===== src/rtl/i2c_seq_pkg.sv =====
// constants, register map and state encoding of the two-wire master sequencer
// Contract
// - addressed format: first frame after start is eight bits plus acknowledge
// - serial format: data frames carry no acknowledge slot
// - start: sda falls from high to low while scl stays high
// - direction bit after address: 1 slave to master, 0 master to slave
// - the receiving party drives sda low in the acknowledge slot
// - data bits per frame come from the three-bit count field
// - first-bit-order setting picks msb-first or lsb-first shifting
// - stop: sda rises from low to high while scl stays high
// - master select and transmit direction both 1 give master transmit
// - control write with busy 1 and qualifier 0 makes a start; the code also needs master select and transmit 1
// - start sets done and ready flags; interrupt if enabled
// - format select 0: first frame is 7-bit address plus direction
// - done flag set at the rising edge of the ninth clock
// - scl held low after a frame until next data write starts one
// - received acknowledge bit stored; 1 means no acknowledge
// - writing 0 to acknowledge-check enable clears stored acknowledge
// - control write with busy 0 and qualifier 0 makes a stop
// - master reception: address sent first, then receive with clock and acks
// - moving holding byte into shift register sets empty flag; start too
package i2c_seq_pkg;
  localparam logic [7:0] ADDR_CTRL = 8'h00;
  localparam logic [7:0] ADDR_STAT = 8'h04;
  localparam logic [7:0] ADDR_MODE = 8'h08;
  localparam logic [7:0] ADDR_DATA = 8'h0C;
  // bus_control_register fields
  localparam int C_MST = 0;
  localparam int C_TRS = 1;
  localparam int C_BUSY = 2;
  localparam int C_QUAL = 3;
  localparam int C_IE = 4;
  localparam int C_ACK_CHECK_ENABLE = 5;
  // bus_status_register fields
  localparam int S_DONE = 0;
  localparam int S_RDY = 1;
  localparam int S_ACK = 2;
  localparam int S_EMPTY = 3;
  // bus_mode_register fields
  localparam int M_ORDER = 3;
  localparam int M_FMT = 4;
  localparam logic [7:0] CTRL_RST = 8'h00;
  localparam logic [7:0] MODE_RST = 8'h00;
  localparam logic [3:0] FIRST_FRAME_BITS = 4'h9;
  localparam logic [3:0] FULL_BYTE_BITS = 4'h8;
  // timing: scl period split in four quarters
  localparam int CLK_PERIOD_NS = 10;
  localparam int SCL_PERIOD_NS = 10000;
  localparam int QUARTER_CYC = SCL_PERIOD_NS / (4 * CLK_PERIOD_NS);
  localparam logic [7:0] QUARTER_LAST = 8'(QUARTER_CYC - 1);
  typedef enum logic [2:0] {
    ST_IDLE = 3'h0,
    ST_START = 3'h1,
    ST_HOLD = 3'h3,
    ST_BIT = 3'h2,
    ST_STOP = 3'h6
  } seq_state_t;
endpackage


===== src/rtl/bus_line_if.sv =====
// synchronised bus line levels and detected conditions
`timescale 1ns/1ps
`default_nettype none
interface bus_line_if;
  logic scl_s;
  logic sda_s;
  logic start_det;
  logic stop_det;
  modport mon (output scl_s, output sda_s, output start_det, output stop_det);
  modport core (input scl_s, input sda_s, input start_det, input stop_det);
endinterface
`default_nettype wire


===== src/rtl/line_monitor.sv =====
// pin synchroniser and start/stop detector for the two bus lines
`timescale 1ns/1ps
`default_nettype none
module line_monitor
  import i2c_seq_pkg::*;
(
  input wire logic pclk,
  input wire logic presetn,
  input wire logic scl_i,
  input wire logic sda_i,
  bus_line_if.mon lm
);
  logic [1:0] scl_sy_q;
  logic [1:0] sda_sy_q;
  logic scl_d_q;
  logic sda_d_q;

  // two flops per pin; idle bus level is high
  always_ff @(posedge pclk or negedge presetn) begin
    if (!presetn) begin
      scl_sy_q <= 2'h3;
      sda_sy_q <= 2'h3;
    end else begin
      scl_sy_q <= {scl_sy_q[0], scl_i};
      sda_sy_q <= {sda_sy_q[0], sda_i};
    end
  end

  // third stage only for edge detection, never on the first flop
  always_ff @(posedge pclk or negedge presetn) begin
    if (!presetn) begin
      scl_d_q <= 1'b1;
      sda_d_q <= 1'b1;
    end else begin
      scl_d_q <= scl_sy_q[1];
      sda_d_q <= sda_sy_q[1];
    end
  end

  assign lm.scl_s = scl_sy_q[1];
  assign lm.sda_s = sda_sy_q[1];
  // sda edge while scl high on both samples
  assign lm.start_det = scl_sy_q[1] & scl_d_q & sda_d_q & ~sda_sy_q[1];
  assign lm.stop_det = scl_sy_q[1] & scl_d_q & ~sda_d_q & sda_sy_q[1];
endmodule
`default_nettype wire


===== src/rtl/i2c_master_transmit_sequencer.sv =====
// apb-controlled two-wire bus master: start, stop, address and data frames
`timescale 1ns/1ps
`default_nettype none
module i2c_master_transmit_sequencer
  import i2c_seq_pkg::*;
(
  input wire logic pclk,
  input wire logic presetn,
  input wire logic psel,
  input wire logic penable,
  input wire logic pwrite,
  input wire logic [7:0] paddr,
  input wire logic [31:0] pwdata,
  output logic [31:0] prdata,
  output logic pready,
  output logic pslverr,
  input wire logic scl_i,
  output logic scl_o,
  output logic scl_oe,
  input wire logic sda_i,
  output logic sda_o,
  output logic sda_oe,
  output logic irq_req
);
  bus_line_if lm_if();
  seq_state_t st_q;
  logic [1:0] ph_q;
  logic [3:0] bits_left_q;
  logic [7:0] div_q;
  logic [7:0] ctrl_q;
  logic [7:0] mode_q;
  logic [7:0] hold_q;
  logic [7:0] shift_q;
  logic [31:0] prdata_q;
  logic done_q, rdy_q, rack_q, empty_q, bbusy_q, full_q, rxgo_q;
  logic start_pend_q, stop_pend_q, first_q, with_ack_q, rx_q;
  logic scl_low_q, sda_low_q;
  logic acc, wr, rd, mapped;
  logic tick, frame_go, start_gen, sample, last, ack_slot, out_bit, fmt_serial;
  logic [3:0] bc;

  line_monitor u_mon (
    .pclk(pclk),
    .presetn(presetn),
    .scl_i(scl_i),
    .sda_i(sda_i),
    .lm(lm_if)
  );

  // apb decode; zero wait states
  assign acc = psel & penable;
  assign wr = acc & pwrite;
  assign rd = acc & ~pwrite;
  assign mapped = (paddr == ADDR_CTRL) | (paddr == ADDR_STAT) | (paddr == ADDR_MODE) | (paddr == ADDR_DATA);
  assign pready = 1'b1;
  assign pslverr = acc & ~mapped;
  assign prdata = prdata_q;

  // sequencer helpers
  assign tick = (div_q == QUARTER_LAST);
  assign fmt_serial = mode_q[M_FMT];
  assign bc = (mode_q[2:0] == 3'h0) ? FULL_BYTE_BITS : {1'b0, mode_q[2:0]};
  assign last = (bits_left_q == 4'h1);
  assign ack_slot = with_ack_q & last;
  assign out_bit = mode_q[M_ORDER] ? shift_q[0] : shift_q[7];
  assign sample = (st_q == ST_BIT) && (ph_q == 2'h2) && tick && lm_if.scl_s;
  assign start_gen = (st_q == ST_START) && (ph_q == 2'h0) && tick;
  // next frame leaves the hold state only on a quarter tick
  assign frame_go = (st_q == ST_HOLD) && tick && !stop_pend_q &&
                    ((full_q && ctrl_q[C_TRS]) || (rxgo_q && !ctrl_q[C_TRS]));

  // open-drain pins: only ever pull low
  assign scl_o = 1'b0;
  assign sda_o = 1'b0;
  assign scl_oe = scl_low_q;
  assign sda_oe = sda_low_q;
  assign irq_req = done_q & ctrl_q[C_IE];

  // free-running quarter-period divider
  always_ff @(posedge pclk or negedge presetn) begin
    if (!presetn) begin
      div_q <= 8'h00;
    end else if (tick) begin
      div_q <= 8'h00;
    end else begin
      div_q <= div_q + 8'h01;
    end
  end

  // read data captured in the setup cycle, valid in the access cycle
  always_ff @(posedge pclk or negedge presetn) begin
    if (!presetn) begin
      prdata_q <= 32'h0000_0000;
    end else if (psel && !penable && !pwrite) begin
      case (paddr)
        ADDR_CTRL: prdata_q <= {24'h00_0000, 2'h0, ctrl_q[C_ACK_CHECK_ENABLE], ctrl_q[C_IE], 1'b0, bbusy_q, ctrl_q[1:0]};
        ADDR_STAT: prdata_q <= {28'h000_0000, empty_q, rack_q, rdy_q, done_q};
        ADDR_MODE: prdata_q <= {27'h000_0000, mode_q[4:0]};
        ADDR_DATA: prdata_q <= {24'h00_0000, shift_q};
        default: prdata_q <= 32'h0000_0000;
      endcase
    end
  end

  // software-owned control, mode and holding registers
  always_ff @(posedge pclk or negedge presetn) begin
    if (!presetn) begin
      ctrl_q <= CTRL_RST;
      mode_q <= MODE_RST;
      hold_q <= 8'h00;
    end else if (wr) begin
      if (paddr == ADDR_CTRL) ctrl_q <= pwdata[7:0];
      if (paddr == ADDR_MODE) mode_q <= pwdata[7:0]; // changing it mid-frame changes the bit order, not the count
      if (paddr == ADDR_DATA) hold_q <= pwdata[7:0];
    end
  end

  // start requests wait for the next quarter tick in idle, stop requests for the next one in the hold state
  always_ff @(posedge pclk or negedge presetn) begin
    if (!presetn) begin
      start_pend_q <= 1'b0;
      stop_pend_q <= 1'b0;
    end else begin
      if (wr && paddr == ADDR_CTRL && pwdata[C_BUSY] && !pwdata[C_QUAL] && pwdata[C_MST] && pwdata[C_TRS]) begin
        start_pend_q <= 1'b1;
      end else if (st_q != ST_IDLE) begin
        start_pend_q <= 1'b0;
      end
      if (wr && paddr == ADDR_CTRL && !pwdata[C_BUSY] && !pwdata[C_QUAL] && st_q != ST_IDLE) begin
        stop_pend_q <= 1'b1;
      end else if (st_q == ST_STOP || st_q == ST_IDLE) begin
        stop_pend_q <= 1'b0;
      end
    end
  end

  // data-register side effects: write fills holding, read in receive mode asks for a frame
  always_ff @(posedge pclk or negedge presetn) begin
    if (!presetn) begin
      full_q <= 1'b0;
      rxgo_q <= 1'b0;
    end else begin
      if (wr && paddr == ADDR_DATA) full_q <= 1'b1;
      else if (frame_go && ctrl_q[C_TRS]) full_q <= 1'b0;
      if (rd && paddr == ADDR_DATA && !ctrl_q[C_TRS]) rxgo_q <= 1'b1;
      else if (frame_go) rxgo_q <= 1'b0;
    end
  end

  // status flags; a hardware set always wins over a software clear
  always_ff @(posedge pclk or negedge presetn) begin
    if (!presetn) begin
      done_q <= 1'b0;
      rdy_q <= 1'b0;
    end else if (start_gen || (sample && last)) begin
      done_q <= 1'b1;
      rdy_q <= 1'b1;
    end else if (wr && paddr == ADDR_STAT) begin
      if (!pwdata[S_DONE]) done_q <= 1'b0;
      if (!pwdata[S_RDY]) rdy_q <= 1'b0;
    end
  end

  // stored acknowledge; in receive mode it is also the ack the master returns
  always_ff @(posedge pclk or negedge presetn) begin
    if (!presetn) begin
      rack_q <= 1'b0;
    end else if (sample && ack_slot && !rx_q) begin
      rack_q <= lm_if.sda_s; // high means no acknowledge
    end else if (wr && paddr == ADDR_CTRL && !pwdata[C_ACK_CHECK_ENABLE]) begin
      rack_q <= 1'b0;
    end else if (wr && paddr == ADDR_STAT) begin
      rack_q <= pwdata[S_ACK];
    end
  end

  // transmit-empty status flag and bus-busy status
  always_ff @(posedge pclk or negedge presetn) begin
    if (!presetn) begin
      empty_q <= 1'b0;
      bbusy_q <= 1'b0;
    end else begin
      if (lm_if.start_det || (frame_go && ctrl_q[C_TRS])) empty_q <= 1'b1;
      else if ((wr && paddr == ADDR_DATA) || lm_if.stop_det) empty_q <= 1'b0;
      if (lm_if.start_det) bbusy_q <= 1'b1;
      else if (lm_if.stop_det) bbusy_q <= 1'b0;
    end
  end

  // bus sequencer: four quarters per scl bit, scl released in quarters 2 and 3
  always_ff @(posedge pclk or negedge presetn) begin
    if (!presetn) begin
      st_q <= ST_IDLE;
      ph_q <= 2'h0;
      bits_left_q <= 4'h0;
      shift_q <= 8'h00;
      first_q <= 1'b0;
      with_ack_q <= 1'b0;
      rx_q <= 1'b0;
      scl_low_q <= 1'b0;
      sda_low_q <= 1'b0;
    end else begin
      case (st_q)
        ST_IDLE: begin
          scl_low_q <= 1'b0;
          sda_low_q <= 1'b0;
          if (tick && start_pend_q) begin
            st_q <= ST_START;
            ph_q <= 2'h0;
          end
        end
        ST_START: begin
          if (tick) begin
            if (ph_q == 2'h0) begin
              sda_low_q <= 1'b1; // sda falls, scl still released
              ph_q <= 2'h1;
            end else begin
              scl_low_q <= 1'b1;
              first_q <= 1'b1;
              st_q <= ST_HOLD;
            end
          end
        end
        ST_HOLD: begin
          // scl stays low here until software supplies work
          if (tick && stop_pend_q) begin
            st_q <= ST_STOP;
            ph_q <= 2'h0;
          end else if (frame_go) begin
            st_q <= ST_BIT;
            ph_q <= 2'h0;
            shift_q <= ctrl_q[C_TRS] ? hold_q : 8'h00;
            rx_q <= !ctrl_q[C_TRS];
            with_ack_q <= !fmt_serial;
            first_q <= 1'b0;
            if (first_q && !fmt_serial) bits_left_q <= FIRST_FRAME_BITS; // address plus direction
            else bits_left_q <= bc + {3'h0, !fmt_serial};
          end
        end
        ST_BIT: begin
          case (ph_q)
            2'h0: begin
              if (tick) begin
                // receiver drives the ack slot; master acks only when receiving
                if (ack_slot) sda_low_q <= rx_q & !rack_q;
                else sda_low_q <= !rx_q & !out_bit;
                ph_q <= 2'h1;
              end
            end
            2'h1: begin
              if (tick) begin
                scl_low_q <= 1'b0;
                ph_q <= 2'h2;
              end
            end
            2'h2: begin
              // waits for scl to read high, so a stretching slave is honoured
              if (sample) begin
                ph_q <= 2'h3;
                if (rx_q && !ack_slot) begin
                  shift_q <= mode_q[M_ORDER] ? {lm_if.sda_s, shift_q[7:1]} : {shift_q[6:0], lm_if.sda_s};
                end
              end
            end
            default: begin
              if (tick) begin
                scl_low_q <= 1'b1;
                bits_left_q <= bits_left_q - 4'h1;
                if (!rx_q && !ack_slot) begin
                  shift_q <= mode_q[M_ORDER] ? {1'b0, shift_q[7:1]} : {shift_q[6:0], 1'b0};
                end
                if (last) begin
                  sda_low_q <= 1'b0;
                  st_q <= ST_HOLD;
                end else begin
                  ph_q <= 2'h0;
                end
              end
            end
          endcase
        end
        ST_STOP: begin
          if (tick && ph_q == 2'h0) begin
            sda_low_q <= 1'b1;
            ph_q <= 2'h1;
          end else if (tick && ph_q == 2'h1) begin
            scl_low_q <= 1'b0;
            ph_q <= 2'h2;
          end else if (tick && lm_if.scl_s) begin
            sda_low_q <= 1'b0; // sda rises while scl high
            st_q <= ST_IDLE;
          end
        end
        default: st_q <= ST_IDLE;
      endcase
    end
  end
endmodule
`default_nettype wire


===== config.mk =====
export PLATFORM = sky130hd
export DESIGN_NAME = i2c_master_transmit_sequencer
export DESIGN_NICKNAME = d
export VERILOG_FILES = /design/src/rtl/i2c_seq_pkg.sv /design/src/rtl/bus_line_if.sv /design/src/rtl/line_monitor.sv /design/src/rtl/i2c_master_transmit_sequencer.sv
export SDC_FILE = /design/constraint.sdc
export NUM_CORES = 1
export LEC_CHECK = 0
export BUFFER_PORTS_ARGS = -buffer_cell sky130_fd_sc_hd__buf_2
export CORE_MARGIN = 8
export CORE_UTILIZATION = 40
export DETAILED_ROUTE_END_ITERATION = 16
export SYNTH_ARGS = -nofsm -noshare
export SYNTH_HDL_FRONTEND = slang
export SYNTH_SLANG_ARGS = --single-unit
export TNS_END_PERCENT = 10

===== constraint.sdc =====
create_clock -name pclk -period 2.45 [get_ports pclk]
set_input_delay 0.245 -clock pclk [delete_from_list [all_inputs] [get_ports pclk]]
set_output_delay 0.245 -clock pclk [all_outputs]
set_load 0.005 [all_outputs]

==> metrics.cfg, run 1 <==
[outcome]
outcome = completed

[floorplanning]
core_um2 = 9730
io-pin-count = 86
die_area_um2 = 13500
fp.dieH_um = 116
start_util_pct = 41.1
rows = 36
die_x_um = 116

[logic_synthesis]
synthArstFlopShare_pct = 100
netlist_top_cells_area = dfrtp_1, mux2_2, buf_4, dfstp_2, nand2_1
ys_seq_area_share_pct = 44.0
yosys.area.top_type = dfrtp_1
synth_area_um2 = 4000
synth-main-ff-cell = dfrtp_1
synth_warnings = 0
synth_cells = 401
ys_seq_elements = 70
synth_enable_flop_cells = 0
syn_area_per_cell_um2 = 9.98
synth_top_area_share_pct = 40.0
ys_types = 61

[setup_path]
slowest_delay_ns = 0.47
ff2ff_path_depth = 7
required_ns = 2.72
crit_type = flop to flop
end_kind = flop
cp-start-kind = flop
crit_path_max_fanout = 3
crit_arrival_ns = 2.43
crit_chain = inv_1, ha_1, or3b_2, or4_1, a31oi_1, or4_4, mux2i_1
cpMaxStageDelayCell = or3b_2

[finish]
layout-drive-gt1-share_pct = 25.3
nNetsFinal = 499
num_antenna_cells = 0
multi_input_area_um2 = 2010
fill_cells = 960
final_core_util_pct = 45.9
fin_area_um2 = 4460
seqCellArea_um2 = 1760
syn_to_final_growth_pct = 11.6

[global_route]
grt_pass1_wl_um = 14200
grt_pass1_vias = 2900
grt_max_degree = 35
track_usage_pct = 13.6
grt-ovfl-total = 0
antenna_found_initial = 0

[run]
maxCapViolations = 0

[timing]
finalCritPeriodShare_pct = 88.0
skew_ns = 0.0124
tns_ns = 0
finalHoldViolations = 0
min_period_ns = 2.16
grt_setup_unrepaired = false
slew_violations = 0
hold_ws_ns = 0.0898
setup_viol = 0
setup_slack_ns = 0.293
tightest_slew_ns = 0.576
fmax_mhz = 464
max-slew-margin-rel_pct = 61.6

[placement]
place_area_um2 = 4260
io_buffer_count = 34
hpwlAfterDp_um = 6700
place_ws_ns = 0.316
place_congestion = 0.828

[power_and_ir_drop]
ir_worst_vdd_uv = 345
power.leakage_nw = 2.01
power.density_nw_per_um2 = 480

[clocking]
cts.hold.buffers_added = 3
cts.sinks = 70
clock_latency_ns = 0.36
clkTransAtPathRegs_ns = 0.08
tritoncts = done
cts_max_level = 3
root_buffer = clkbuf_8
post_cts_resized = 0
cts_setup_buffers = 0
cts_buffers = 9
clock_path_buffers = 2

[route]
drt_first_pass_iters = 4
wl_per_cell_um = 15.1
drtAntennaViolNets = 0
dr_total_vias = 2981
drt_wl_total_um = 8750
viasPerCell = 5.14
drt-initial-drc-count = 99
drc = 0

[hold_path]
holdCritPathClass = input port to flop
holdPathStages = 2

## where the power goes
| group | switching [mW] | leakage [nW] | internal (mW) |
|---|---|---|---|
| combinational | 0.0740 | 1.02 | 0.0452 |
| clock | 0.441 | 0.0857 | 0.395 |
| sequential | 0.0131 | 0.906 | 1.18 |
| total | 0.528 | 2.01 | 1.62 |
## stage by stage
stage               power, mW  instances
finish                   2.14        580
global route             2.24        580
CTS                      2.18        580
detailed placement       1.33        561
global placement         1.32        561
floorplan                1.29        426
## worst paths after layout
kind,from,end,slack [ns]
hold reg to reg,u_mon.sda_sy_q[0]$_DFF_PN1_,u_mon.sda_sy_q[1]$_DFF_PN1_,0.36
max in group asynchronous,presetn,u_mon.sda_sy_q[0]$_DFF_PN1_,1.38
setup reg to reg,bits_left_q[1]$_DFFE_PN0P_,ph_q[1]$_DFFE_PN0P_,0.29
hold / removal,pwrite,rxgo_q$_DFFE_PN0P_,0.09
setup / recovery,bits_left_q[1]$_DFFE_PN0P_,ph_q[1]$_DFFE_PN0P_,0.29
min in group asynchronous,presetn,ctrl_q[5]$_DFFE_PN0N_,0.39
## layer usage
layer	track usage, %	vias to the layer above	wire length, um
met5	0	-	0
met4	7.52	0	174
met3	1.82	11	522
met2	21.7	63	4140
met1	17.3	1443	3920
li1	-	1464	-
## cell type report
type | instances | area share, %
clock buffers | 11 | 3.17
multi-input cells | 299 | 45.1
clock inverters | 5 | 0.757
flip-flops and latches | 70 | 39.4
repair buffers | 49 | 6.78
well taps | 133 | 3.73
inverters | 13 | 1.09
## flip-flops by register name, summed over array words and instances, names as in the netlist, 2 cells and up
signal	count
div_q	8
u_mon.scl_sy_q	2
ph_q	2
shift_q	8
u_mon.sda_sy_q	2
prdata	8
st_q	3
hold_q	8
bits_left_q	4
ctrl_q	4
mode_q	5
## Yosys cell counts (3+ instances only)
library cell,instances
nor2b_1,8
dfrtp_1,64
nor3b_1,5
o211ai_1,3
mux2i_1,12
ha_1,10
nor3_1,3
o41ai_1,4
nand3_1,20
inv_1,13
nand2b_1,3
and3_1,5
xor2_1,3
buf_4,27
o31ai_1,3
a21oi_1,19
nand2_1,38
clkbuf_1,9
a31oi_1,6
o21ai_0,27
nand4_1,3
xnor2_1,4
or3_1,4
dfstp_2,6
buf_2,6
nor2_1,22
mux2_2,28
mux4_2,3
## kinds of logic (layout without fill, tap and decap cells)
group / after synthesis / count (layout) / synth area share, %
AND/OR/NAND/NOR: 133 / 133 / 18.3
adder cells (fa/ha/maj): 10 / 10 / 3.13
buffers and inverters: 57 / 78 / 8.07
AO/OA/AOI/OAI: 79 / 79 / 12.2
multiplexers: 43 / 43 / 12.6
flip-flops: 70 / 70 / 44.0
XOR/XNOR: 7 / 7 / 1.53
other: 2 / 27 / 0.188
## placed cells by master, fill, tap and decap left out, types with 8 or more instances in the layout
cell / count
clkbuf_8: 10
nor2_1: 22
nor2b_1: 8
buf_2: 34
conb_1: 27
mux2i_1: 12
mux2_2: 28
buf_4: 11
nand2_1: 38
dfrtp_1: 64
inv_1: 13
o21ai_0: 27
ha_1: 10
nand3_1: 20
a21oi_1: 19
## critical path: cells and delay by family, from the launching register on
kind	cells	cell delay, ns
AOI/OAI and AO/OA	1	0.19
adders and majority gates	1	0.19
buffers and inverters	1	0.09
DFF	1	0.39
muxes	1	0.18
and+or+nand+nor	3	1.04
No activity file was read; power rests on OpenSTA's default activity.
==> run 2, diff against run 1 <==
--- a/config.mk
+++ b/config.mk
@@ -6,9 +6,11 @@
 export NUM_CORES = 1
 export LEC_CHECK = 0
 export BUFFER_PORTS_ARGS = -buffer_cell sky130_fd_sc_hd__buf_2
+export CORE_ASPECT_RATIO = 0.75
 export CORE_MARGIN = 8
 export CORE_UTILIZATION = 40
 export DETAILED_ROUTE_END_ITERATION = 16
+export SKIP_CTS_REPAIR_TIMING = 1
 export SYNTH_ARGS = -nofsm -noshare
 export SYNTH_HDL_FRONTEND = slang
 export SYNTH_SLANG_ARGS = --single-unit
==> metrics.cfg, run 2 (synthesis results as in run 1) <==
[finish]
most-common-layout-cells = dfrtp_1, nand2_1, buf_2, mux2_2
nNetsFinal = 496
fin_area_um2 = 4590
layout-drive-gt1-share_pct = 25.5
final_common_cell = dfrtp_1
syn_to_final_growth_pct = 14.9
num_antenna_cells = 0

[timing]
tightest_slew_ns = 0.583
setup_viol = 0
tns_ns = 0
finalHoldViolations = 0
skew_ns = 0.00796
fmax_mhz = 453
setup_slack_ns = 0.243
max-slew-margin-rel_pct = 61.2
grt_setup_unrepaired = false
finalCritPeriodShare_pct = 90.1
hold_ws_ns = 0.0115
min_period_ns = 2.21
slew_violations = 0

[route]
viasPerCell = 5.32
wl_per_cell_um = 16.4
drt-initial-drc-count = 146
drt_first_pass_iters = 4
drt_wl_total_um = 9450
drtAntennaViolNets = 0
drc = 0
dr_total_vias = 3065

[clocking]
clock_path_buffers = 2
cts_max_level = 3
cts.sinks = 70
tritoncts = done
clkTransAtPathRegs_ns = 0.06
cts_buffers = 9
root_buffer = clkbuf_16
clock_latency_ns = 0.33

[setup_path]
cpMaxStageDelayCell = or3b_2
crit_type = flop to flop
crit_chain = inv_1, ha_1, or3b_2, or4_1, a31oi_1, or4_4, mux2i_1
timing.rr.start = bits_left_q[1]$_DFFE_PN0P_
r2r_slack_ns = 0.24
regToRegEndpoint = ph_q[1]$_DFFE_PN0P_
crit_path_max_fanout = 3
end_kind = flop
crit_arrival_ns = 2.46
cp-start-kind = flop
slowest_delay_ns = 0.51
required_ns = 2.70
ff2ff_path_depth = 7

[global_route]
grt_pass1_vias = 3140
track_usage_pct = 14.7
grt_max_degree = 71
grt_pass1_wl_um = 16100
grt-ovfl-total = 0
antenna_found_initial = 0

[power_and_ir_drop]
power_frac_comb_pct = 4.2
power.share.clock_pct = 52.5
ir_worst_vdd_uv = 335
p_int_mw = 2.17
power.density_nw_per_um2 = 598
switchingPower_mw = 0.581
switching_share_pct = 21.2
p_seq_share_pct = 43.3
power.leakage_nw = 2.07

[placement]
place_ws_ns = 0.283
place_congestion = 0.856
io_buffer_count = 34
hpwlAfterDp_um = 6910
place_area_um2 = 4250

[floorplanning]
die_x_um = 131
io-pin-count = 86
rows = 31
fp.dieH_um = 103
die_area_um2 = 13500
core_um2 = 9700
start_util_pct = 41.3

[outcome]
outcome = completed

[hold_path]
holdPathStages = 1
holdCritPathClass = input port to flop
holdPathEnd = u_mon.sda_sy_q[0]$_DFF_PN1_
hold_start = sda_i

[run]
maxCapViolations = 0

[run 2: critical path, delay by kind of cell, from the launching register on]
family	cells	cell delay [ns]
multiplexers	1	0.18
adder cells (fa/ha/maj)	1	0.20
AND/OR/NAND/NOR	3	1.09
AO/OA/AOI/OAI	1	0.20
flip-flops	1	0.38
buffers and inverters	1	0.10
[run 2: routing by layer]
layer | up-vias | GRT usage (%) | part of all wire (%)
met5 | - | 0 | 0
met4 | 0 | 5.10 | 1.4
met3 | 13 | 3.99 | 5.1
met2 | 75 | 21.7 | 44
met1 | 1515 | 20.3 | 50
li1 | 1462 | - | -
[run 2: worst max path at each step]
stage                                   endpoint  slack, ns                        from  cells after the start
final                        ph_q[1]$_DFFE_PN0P_       0.24  bits_left_q[1]$_DFFE_PN0P_                      7
after global routing          done_q$_DFFE_PN0P_       0.11         st_q[1]$_DFFE_PN0P_                      6
after CTS                    ph_q[1]$_DFFE_PN0P_       0.25  bits_left_q[1]$_DFFE_PN0P_                      7
after detailed placement     ph_q[1]$_DFFE_PN0P_       0.28  bits_left_q[1]$_DFFE_PN0P_                      7
after global placement       ph_q[1]$_DFFE_PN0P_       0.29  bits_left_q[1]$_DFFE_PN0P_                      7
after floorplan           shift_q[0]$_DFFE_PN0P_       0.44         ph_q[0]$_DFFE_PN0P_                      7
[run 2: final cells by class]
type	instances	area, um^2
Fill cell	925	5100
Multi-Input combinational cell	299	2010
Sequential cell	70	1760
Timing Repair Buffer	46	275
Clock buffer	11	253
Tap cell	132	165
Clock inverter	5	81.3
Inverter	13	48.8
[run 2: power by group through the flow]
stage	clock, mW	sequential [mW]	combinational (mW)
floorplan	0	1.21	0.0845
global placement	0	1.21	0.113
detailed placement	0	1.21	0.115
CTS	1.48	1.19	0.116
global route	1.53	1.19	0.134
finish	1.44	1.19	0.115
[run 2: through the flow]
step / instances / total power [mW] / util, %
2_1_floorplan: 426 / 1.29 / -
3_3_place_gp: 559 / 1.32 / 43.8
3_5_place_dp: 559 / 1.33 / 43.8
4_1_cts: 575 / 2.78 / 47.3
5_1_grt: 576 / 2.85 / 47.4
6_report: 576 / 2.75 / 47.4
